## config.mk

```make
export PLATFORM = sky130hd
export DESIGN_NAME = dual_switch_spi_control
export DESIGN_NICKNAME = d
export VERILOG_FILES = /design/src/dsspi_pkg.sv /design/src/dual_switch_spi_control.sv
export SDC_FILE = /design/constraint.sdc
export NUM_CORES = 1
export LEC_CHECK = 0
export BUFFER_PORTS_ARGS = -buffer_cell sky130_fd_sc_hd__buf_2
export CAP_MARGIN = 20
export CORE_MARGIN = 3
export CORE_UTILIZATION = 64
export CTS_BUF_LIST = sky130_fd_sc_hd__clkbuf_8
export DETAILED_ROUTE_END_ITERATION = 6
export MAX_ROUTING_LAYER = met4
export PLACE_DENSITY = 0.95
export SYNTH_ARGS = -nofsm -noshare
export SYNTH_HDL_FRONTEND = slang
export SYNTH_SLANG_ARGS = --single-unit
```

## constraint.sdc

```tcl
create_clock -name clk -period 4.8 [get_ports clk]
set_input_delay 0.96 -clock clk [delete_from_list [all_inputs] [get_ports clk]]
set_output_delay 0.96 -clock clk [all_outputs]
set_load 0.03 [all_outputs]
```

## src/dsspi_pkg.sv

```systemverilog
// Constants and types for the dual switch serial control block
// Assumes one 250 MHz clock; all serial pins are asynchronous to it
package dsspi_pkg;
  // ********************************************************************
  // Opcodes
  // ********************************************************************
  localparam logic [2:0] OP_NONE = 3'h0;
  localparam logic [2:0] OP_DIAG = 3'h1;
  localparam logic [2:0] OP_OUTCFG = 3'h2;
  localparam logic [2:0] OP_IOCFG = 3'h3;
  localparam logic [2:0] OP_RESET = 3'h4;
  localparam logic [2:0] OP_SLEEP = 3'h5;
  localparam logic [2:0] OP_WAKE = 3'h6;
  localparam logic [2:0] OP_ONOFF = 3'h7;
  // ********************************************************************
  // Frame layout
  // ********************************************************************
  localparam int FRAME_BITS = 8;
  localparam int OP_MSB = 7;
  localparam int OP_LSB = 5;
  localparam int BIT_OVL2 = 4;
  localparam int BIT_OVL1 = 3;
  localparam int BIT_OTLATCH = 2;
  localparam int BIT_SPD2 = 1;
  localparam int BIT_SPD1 = 0;
  localparam int BIT_DIAGSPI = 4;
  localparam int CTL_MSB = 3;
  localparam int CTL_LSB = 2;
  localparam int FN_MSB = 1;
  localparam int FN_LSB = 0;
  localparam int BIT_ON2 = 4;
  localparam int BIT_ON1 = 3;
  // ********************************************************************
  // Reset values and codes
  // ********************************************************************
  localparam logic [4:0] OUTCFG_RST = 5'h00;
  localparam logic [4:0] IOCFG_RST = 5'h00;
  localparam logic [1:0] ONOFF_RST = 2'h0;
  localparam logic [1:0] CTL_PAR = 2'h0;
  localparam logic [1:0] CTL_OR = 2'h1;
  localparam logic [1:0] CTL_AND = 2'h2;
  localparam logic [1:0] CTL_SER = 2'h3;
  localparam logic [1:0] FN_FAULT = 2'h0;
  localparam logic [1:0] DIAG_OK = 2'h3;
  localparam logic [1:0] DIAG_UNUSED = 2'h3;
  localparam logic [2:0] CNT_LAST = 3'h7;
  // ********************************************************************
  // Timing
  // ********************************************************************
  localparam int CLK_MHZ = 250;
  localparam int WAKE_US = 100;
  localparam int WAKE_CYC = WAKE_US * CLK_MHZ;
  typedef struct packed {
    logic [1:0] ch2;
    logic [1:0] ch1;
  } dsspi_fault_s;
  typedef struct packed {
    logic ovl2;
    logic ovl1;
    logic otLatch;
    logic spd2;
    logic spd1;
  } dsspi_outcfg_s;
endpackage

```

## src/dual_switch_spi_control.sv

```systemverilog
// Serial command interpreter and diagnosis front end of a dual switch
// Assumes pins reach it raw; analog sensing and fault filters are outside
//
// Summary of operation
// - Chip select high ignores clock and data, serial output released.
// - Chip select fall loads diagnosis into shifter unless asleep.
// - Sample data on falling clock, shift output on rising clock.
// - Eight bit frames, most significant bit first both ways.
// - Chip select rise moves received frame into logic registers.
// - Chip select rise clears diagnosis only after a valid command.
// - Upper three bits are opcode, lower five are data.
// - Output configure bits 4 and 3 set overload mode per channel.
// - Output configure bit 2 selects restart or latch on overheat.
// - Output configure bits 1 and 0 set switching speed.
// - I/O configure bit 4 picks status pins or serial output.
// - I/O configure bits 3:2 select channel control source.
// - I/O configure bits 1:0 select first pin function.
// - Fault pin low while an error is latched, high when cleared.
// - Status pins follow input, inverted while channel has an error; pulled low while asleep.
// - Reset command restores all defaults and clears faults.
// - Asleep only wake is accepted; undervoltage also wakes.
// - Wake leaves sleep at once; ready rises only after a wake delay.
// - On/off bits 4 and 3 drive channels under serial control.
// - Entering sleep turns outputs off and clears on/off register.
// - Empty opcode changes nothing and keeps diagnosis.
// - Diagnosis-only reads and clears diagnosis, changes no setting.
// - Diagnosis holds two bits per channel, top two bits read high.
// - Invalid command is discarded, diagnosis not cleared.
// - Filtered faults latch while awake, newer error on a channel overwrites.
module dual_switch_spi_control #(
  parameter int WAKE_CYCLES = dsspi_pkg::WAKE_CYC
) (
  input wire logic clk,
  input wire logic nrst,
  input wire logic csN,
  input wire logic sclk,
  input wire logic sdi,
  input wire logic parallel_input_ch1,
  input wire logic parallel_input_ch2,
  input wire logic undervoltage,
  input wire logic [1:0] faultCodeCh1,
  input wire logic faultValidCh1,
  input wire logic [1:0] faultCodeCh2,
  input wire logic faultValidCh2,
  input wire logic [1:0] extraFlags,
  output logic channelOn1,
  output logic channelOn2,
  output logic overload_mode_ch1,
  output logic overload_mode_ch2,
  output logic overTempLatch,
  output logic switch_speed_ch1,
  output logic switch_speed_ch2,
  output logic [1:0] pinOneFunction,
  output logic sleeping,
  output logic ready,
  output logic diagCleared,
  output logic pinOneOut,
  output logic pinOneOe,
  output logic pinTwoOut,
  output logic pinTwoOe
);
  // ********************************************************************
  // Pin synchronisers
  // ********************************************************************
  logic [2:0] syncA_q, syncB_q, syncA_d, syncB_d;
  logic [1:0] inA_q, inB_q;
  logic csPrev_q, sckPrev_q, csPrev_d, sckPrev_d;
  always_comb begin
    syncA_d = {csN, sclk, sdi};
    syncB_d = syncA_q;
    csPrev_d = syncB_q[2];
    sckPrev_d = syncB_q[1];
  end
  always_ff @(posedge clk) begin
    syncA_q <= syncA_d;
    syncB_q <= syncB_d;
    inA_q <= {parallel_input_ch2, parallel_input_ch1};
    inB_q <= inA_q;
    csPrev_q <= csPrev_d;
    sckPrev_q <= sckPrev_d;
  end
  logic cs, csFall, csRise, sckFall, sckRise;
  assign cs = syncB_q[2];
  assign csFall = csPrev_q & ~cs;
  assign csRise = ~csPrev_q & cs;
  assign sckFall = ~cs & sckPrev_q & ~syncB_q[1];
  assign sckRise = ~cs & ~sckPrev_q & syncB_q[1];

  function automatic logic [7:0] diagByte(input dsspi_pkg::dsspi_fault_s f,
                                          input logic [1:0] fl);
    diagByte = {dsspi_pkg::DIAG_UNUSED, fl, f.ch2, f.ch1};
  endfunction
  // ********************************************************************
  // Shifter and command state
  // ********************************************************************
  logic [7:0] rx_q, rx_d, tx_q, tx_d;
  logic [2:0] cnt_q, cnt_d;
  logic full_q, full_d;
  dsspi_pkg::dsspi_outcfg_s ocfg_q, ocfg_d;
  logic [4:0] iocfg_q, iocfg_d;
  logic [1:0] onoff_q, onoff_d;
  dsspi_pkg::dsspi_fault_s diag_q, diag_d;
  logic [1:0] flags_q, flags_d;
  logic sleep_q, sleep_d, clr_q, clr_d;
  logic [31:0] wake_q, wake_d;
  logic [2:0] op;
  logic valid;
  assign op = rx_q[dsspi_pkg::OP_MSB:dsspi_pkg::OP_LSB];
  always_comb begin
    if (sleep_q)
      valid = full_q && op == dsspi_pkg::OP_WAKE;
    else
      // empty opcode invalid; short frame invalid
      valid = full_q && op != dsspi_pkg::OP_NONE;
  end

  always_comb begin
    rx_d = rx_q;
    tx_d = tx_q;
    cnt_d = cnt_q;
    full_d = full_q;
    ocfg_d = ocfg_q;
    iocfg_d = iocfg_q;
    onoff_d = onoff_q;
    diag_d = diag_q;
    flags_d = flags_q | extraFlags;
    sleep_d = sleep_q;
    clr_d = 1'b0;
    wake_d = (wake_q != 32'h0) ? wake_q - 32'h1 : wake_q;
    if (faultValidCh1 && !sleep_q)
      diag_d.ch1 = faultCodeCh1;
    if (faultValidCh2 && !sleep_q)
      diag_d.ch2 = faultCodeCh2;
    if (csFall) begin
      if (!sleep_q)
        tx_d = diagByte(diag_q, flags_q);
      cnt_d = 3'h0;
      full_d = 1'b0;
    end else if (sckFall) begin
      // sample on falling clock; msb first
      rx_d = {rx_q[6:0], syncB_q[0]};
      cnt_d = cnt_q + 3'h1;
      if (cnt_q == dsspi_pkg::CNT_LAST)
        full_d = 1'b1;
    end else if (sckRise && cnt_q != 3'h0) begin
      // next bit out on rising clock
      tx_d = {tx_q[6:0], 1'b1};
    end
    if (csRise && valid) begin
      // clear only on valid; diag-only just clears
      diag_d = {dsspi_pkg::DIAG_OK, dsspi_pkg::DIAG_OK};
      flags_d = 2'h0;
      clr_d = 1'b1;
      unique case (op)
        dsspi_pkg::OP_OUTCFG: begin
          ocfg_d = rx_q[4:0];
        end
        dsspi_pkg::OP_IOCFG: begin
          iocfg_d = rx_q[4:0];
        end
        dsspi_pkg::OP_RESET: begin
          ocfg_d = dsspi_pkg::OUTCFG_RST;
          iocfg_d = dsspi_pkg::IOCFG_RST;
          onoff_d = dsspi_pkg::ONOFF_RST;
        end
        dsspi_pkg::OP_SLEEP: begin
          sleep_d = 1'b1;
          onoff_d = dsspi_pkg::ONOFF_RST;
        end
        dsspi_pkg::OP_WAKE: begin
          if (sleep_q) begin
            sleep_d = 1'b0;
            wake_d = WAKE_CYCLES;
          end
        end
        dsspi_pkg::OP_ONOFF: begin
          onoff_d = {rx_q[dsspi_pkg::BIT_ON2], rx_q[dsspi_pkg::BIT_ON1]};
        end
        default: begin
        end
      endcase
    end
    if (undervoltage && sleep_q) begin
      sleep_d = 1'b0;
      wake_d = WAKE_CYCLES;
    end
  end

  always_ff @(posedge clk) begin
    if (!nrst) begin
      rx_q <= 8'h00;
      tx_q <= 8'hFF;
      cnt_q <= 3'h0;
      full_q <= 1'b0;
      ocfg_q <= dsspi_pkg::OUTCFG_RST;
      iocfg_q <= dsspi_pkg::IOCFG_RST;
      onoff_q <= dsspi_pkg::ONOFF_RST;
      diag_q <= 4'hF;
      flags_q <= 2'h0;
      sleep_q <= 1'b0;
      clr_q <= 1'b0;
      wake_q <= 32'h0;
    end else begin
      rx_q <= rx_d;
      tx_q <= tx_d;
      cnt_q <= cnt_d;
      full_q <= full_d;
      ocfg_q <= ocfg_d;
      iocfg_q <= iocfg_d;
      onoff_q <= onoff_d;
      diag_q <= diag_d;
      flags_q <= flags_d;
      sleep_q <= sleep_d;
      clr_q <= clr_d;
      wake_q <= wake_d;
    end
  end
  // ********************************************************************
  // Output stage and pins
  // ********************************************************************
  logic [1:0] ctl, in, on, err;
  logic spiMode, anyErr;
  assign ctl = iocfg_q[dsspi_pkg::CTL_MSB:dsspi_pkg::CTL_LSB];
  assign spiMode = iocfg_q[dsspi_pkg::BIT_DIAGSPI];
  assign in = inB_q;
  assign err = {diag_q.ch2 != dsspi_pkg::DIAG_OK,
                diag_q.ch1 != dsspi_pkg::DIAG_OK};
  assign anyErr = |err;
  always_comb begin
    unique case (ctl)
      dsspi_pkg::CTL_PAR: on = in;
      dsspi_pkg::CTL_OR: on = in | onoff_q;
      dsspi_pkg::CTL_AND: on = in & onoff_q;
      dsspi_pkg::CTL_SER: on = onoff_q;
    endcase
    if (sleep_q)
      on = 2'h0;
  end
  logic p1o_d, p1e_d, p2o_d, p2e_d;
  always_comb begin
    // Open drain: enable asserted means pulling low; serial output drives tx_q[7]
    p1o_d = 1'b0;
    p2o_d = tx_q[7];
    p2e_d = 1'b0;
    if (spiMode) begin
      p1e_d = (iocfg_q[1:0] == dsspi_pkg::FN_FAULT) && anyErr;
      // released when deselected; msb right after fall
      // Enable waits for the load so the new msb and enable rise together
      p2e_d = ~cs & ~csFall;
    end else begin
      // status follows input, inverted on error; both pins pulled low while asleep
      p1e_d = ~(in[0] ^ err[0]) | sleep_q;
      p2e_d = ~(in[1] ^ err[1]) | sleep_q;
      p2o_d = 1'b0;
    end
  end
  always_ff @(posedge clk) begin
    if (!nrst) begin
      {channelOn2, channelOn1} <= 2'h0;
      {overload_mode_ch2, overload_mode_ch1} <= 2'h0;
      overTempLatch <= 1'b0;
      {switch_speed_ch2, switch_speed_ch1} <= 2'h0;
      pinOneFunction <= 2'h0;
      sleeping <= 1'b0;
      ready <= 1'b0;
      diagCleared <= 1'b0;
      {pinOneOut, pinOneOe, pinTwoOut, pinTwoOe} <= 4'h0;
    end else begin
      {channelOn2, channelOn1} <= on;
      {overload_mode_ch2, overload_mode_ch1} <= {ocfg_q.ovl2, ocfg_q.ovl1};
      overTempLatch <= ocfg_q.otLatch;
      {switch_speed_ch2, switch_speed_ch1} <= {ocfg_q.spd2, ocfg_q.spd1};
      pinOneFunction <= iocfg_q[dsspi_pkg::FN_MSB:dsspi_pkg::FN_LSB];
      sleeping <= sleep_q;
      ready <= ~sleep_q && wake_q == 32'h0;
      diagCleared <= clr_q;
      {pinOneOut, pinOneOe, pinTwoOut, pinTwoOe} <= {p1o_d, p1e_d, p2o_d, p2e_d};
    end
  end
endmodule

```

==> impl_summary.log <==
[metrics] die boundary width: slightly below 90 µm
[metrics] primary flip-flop cell chosen by synthesis mapping: sky130_fd_sc_hd__dfxtp_1
[metrics] highest ir drop seen on vdd: about 0.00050 V
[metrics] max-slew violations: 0
[metrics] beginning of the worst hold path: syncA_q[1]$_DFF_P_
[metrics] proportion of synthesized flip-flops having asynchronous set or reset: 0%
[metrics] Die Footprint: 7560 µm²
[metrics] share of total power in combinational logic: between 40% and 50%
[metrics] largest net degree at the start of global routing: 55
[metrics] run status: completed
[metrics] standard-cell row count: 28
[metrics] Sw Share: 41.8%
[metrics] number of enable-type register cells in the synthesized netlist: 0
[metrics] number of clock sinks: 99
[metrics] TritonRoute pass-1 iters: 5
[metrics] number of buffers created by CTS: 9
[metrics] register share of total power: approximately two fifths
[metrics] H-tree depth: 3
[metrics] count of hold-fix buffers inserted at cts: 0
[metrics] number of gates resized after cts: 0
[metrics] number of warnings issued by yosys: 0
[metrics] startpoint kind of the worst setup timing path: flip-flop
[metrics] Layout Utilization: 74.1%
[metrics] final estimated routing congestion in global placement: just under 0.9
[metrics] Achievable Freq: 380 MHz
[metrics] Post-CTS Setup Inserts: 0
[metrics] via count: about 3400
[metrics] Crit. Startpoint: wake_q[8]$_SDFF_PN0_
[metrics] die height: ~87 µm
[metrics] wire length of the first global-routing pass: between 10000 and 15000 µm
[metrics] initial antenna violation count: 0
[metrics] wirelength, routed: approximately 8500 µm
[metrics] net load switching power: about 0.0012 W
[metrics] Max-Cap Viols: 0
[metrics] area fraction of the dominant cell type after synthesis: roughly 47%
[metrics] GRT Util Overall: between 20 and 25%
[metrics] Area Growth Syn to Fin: 8.26%
[metrics] netlist area before placement: about 4200 µm²
[metrics] antenna cell count: 0
[metrics] Int Pwr: between 0.0015 and 0.002 W
[metrics] Relative slew margins: 39.3%
[metrics] Post-Layout Cell Count: about 560
[metrics] final hold violation count: 0
[metrics] Synth Instances: about 460
[metrics] number of global-route vias before repair: between 3000 and 4000
[metrics] largest fanout of any net on the critical path: 12
[metrics] sort of element at the end of the critical path: flip-flop
[metrics] clock transition at the register clock pins on the worst setup and hold paths after CTS: 0.10 ns
[metrics] number of unique standard cell types used by synthesis: 55
[metrics] number of synthesized register bits: between 90 and 100
[metrics] Wirelength per Cell: roughly 15 µm
[metrics] DRC violation total after the first TritonRoute iteration: around 380
[metrics] largest area contributor in the synthesized netlist: sky130_fd_sc_hd__dfxtp_1
[metrics] aggregate global routing overflow: 0
[metrics] number of primary I/O pins: 32
[metrics] total number of nets in the final design: about 500
[metrics] effective utilization at floorplan: around 70%
[metrics] sequential share of the synthesized area: 47.3%
[metrics] DP Worst Slack: about 2.1 ns
[metrics] Sum Neg Setup Slack: 0 ns
[metrics] Req. time, crit path: 5.11 ns
[metrics] worst setup path category: reg -> reg
[metrics] unrepaired setup endpoints after global routing: false
[metrics] Worst Setup Slack, final: ~2.2 ns
[metrics] clock tree from TritonCTS: done
[metrics] antenna-violating nets left: 0
[metrics] vias per inst: 6.18
[metrics] leakage power: roughly 1.7 nW
[metrics] Reg2Reg Launch Point: wake_q[8]$_SDFF_PN0_
[metrics] fraction of final layout cells with drive strength greater than 1: between 10% and 20%
[metrics] proportion of power drawn by the clock network: about 18%
[metrics] total half-perimeter wirelength after legalization and detailed placement: approximately 5700 µm
[metrics] net count after synthesis: 478
[metrics] final period utilization: between 50% and 60%
[metrics] Mean Syn Cell Area: 9.18 µm²
[metrics] root buffer cell: sky130_fd_sc_hd__clkbuf_8
[metrics] top post-synthesis cells by area: sky130_fd_sc_hd__dfxtp_1 47%, sky130_fd_sc_hd__mux2i_1 5.3%, sky130_fd_sc_hd__nand2_1 4.7%
[metrics] clock latency at the later pin of the worst-skew pair: 0.38 ns
[metrics] count of input and output buffers: 30
[metrics] Critical Path AT: about 2.9 ns
[metrics] number of buffers on the longest clock path: 2
[metrics] type of the worst min-delay path: reg -> reg
[metrics] slew at the pin closest to its max-slew limit: roughly 0.91 ns
[metrics] Clock Skew: roughly 0.0091 ns
[metrics] final critical path time including I/O delays and setup: between 2 and 3 ns
[metrics] # placed instances: 539
[metrics] DRC viols: 0
[metrics] area inside the core boundary: 6130 µm²
[metrics] final-report setup violation count: 0
[metrics] pwr/cell area: 629 nW/µm²
## cells in the final DEF, fill, tap and decap left out, drive strengths merged, types with 5 or more instances in the layout
cell type  Yosys  layout
ha             5       5
mux2           5       5
or4           14      14
nor3          11      11
a21boi         9       9
nor2          32      32
buf            6      31
nor4          11      11
mux2i         22      22
a21oi         25      25
and2          10      10
clkbuf        18       9
nand2b         5       5
nand2         52      52
or3            9       9
nand3          7       7
o21ai         21      21
dfxtp         99      99
inv            9      13
xnor2          7       7
o31ai          8       8
nand4          6       6
nor2b         23      23
## sequential cells by signal, summed over array words and instances (netlist names), 2 cells and up
name	flops
tx_q	8
flags_q	2
syncB_q	3
ocfg_q	5
inA_q	2
wake_q	32
in	2
onoff_q	2
rx_q	8
iocfg_q	5
pinOneFunction	2
cnt_q	3
syncA_q	3
diag_q	4
## layer usage
metal  share of wire [%]  global-route usage, %  routed length (µm)  up-vias
li1                    -                      -                   -     1666
met1                  43                   30.0                3650     1624
met2                  49                   38.6                4160      125
met3                 6.2                   6.53                 529       17
met4                 1.7                   8.36                 140        0
met5                   0                      -                   0        -
## cell families (layout without fill, tap and decap cells)
kind of cell               count (synthesis)  after routing  synth area share, %
buffers and inverters                     33             56                 3.16
AOI/OAI and AO/OA                         85             85                 13.2
DFF                                       99             99                 47.3
xor gates and xnor gates                   8              8                 1.67
and+or+nand+nor                          199            199                 26.6
other                                      1              1               0.0894
muxes                                     27             27                 6.59
adders and majority gates                  5              5                 1.49
## worst max-delay path, stage by stage, from the launching register on
cell and delay, ns:
sky130_fd_sc_hd__dfxtp_1 0.37, sky130_fd_sc_hd__nor3_1 0.64, sky130_fd_sc_hd__and3_1 0.34, sky130_fd_sc_hd__nand4_1 0.40
sky130_fd_sc_hd__or4_2 0.73, sky130_fd_sc_hd__o21ai_0 0.09
## synthesized netlist by cell type (all sizes together) (4+ instances only)
master,n
nor2b,23
a21boi,9
or4,14
nor4,11
mux2,5
nand2,52
o31ai,8
o311a,4
clkbuf,18
buf,6
nor2,32
inv,9
ha,5
dfxtp,99
or3,9
and2,10
mux2i,22
xnor2,7
nand3,7
o21ai,21
a21oi,25
nand4,6
nor3,11
nand2b,5
## power groups by stage
stage	combinational (W)	clock, W	sequential, W
floorplan	0.000964	0	0.00111
global route	0.00134	0.000558	0.00117
finish	0.00119	0.000520	0.00114
detailed placement	0.00115	0	0.00115
global placement	0.00111	0	0.00114
CTS	0.00117	0.000528	0.00114
## path summary, 6_finish.rpt
| kind | endpoint | slack (ns) | cells past startpoint |
|---|---|---|---|
| max | wake_q[27]$_SDFF_PP0_ | 2.17 | 5 |
| min | syncB_q[1]$_DFF_P_ | 0.33 | 0 |
| max reg2reg | wake_q[27]$_SDFF_PP0_ | 2.17 | 5 |
| min reg2reg | syncB_q[1]$_DFF_P_ | 0.33 | 0 |
## stage by stage
| step | hold slack, ns | power [W] | area [µm²] |
|---|---|---|---|
| global placement | 0.310 | 0.00225 | 4350 |
| detailed placement | 0.312 | 0.00230 | 4350 |
| finish | 0.333 | 0.00286 | 4540 |
| global route | 0.347 | 0.00306 | 4540 |
| floorplan | 0.310 | 0.00208 | 4190 |
| CTS | 0.338 | 0.00283 | 4540 |
## area by class of cell
| cell class | instances | area, µm² |
|---|---|---|
| inverters | 9 | 33.8 |
| multi-input cells | 325 | 2080 |
| flip-flops and latches | 99 | 1980 |
| repair buffers | 31 | 158 |
| clock buffers | 9 | 124 |
| fillers | 411 | 1590 |
| clock inverters | 7 | 70.1 |
| well taps | 75 | 93.8 |
No activity file was read; power rests on OpenSTA's default activity.
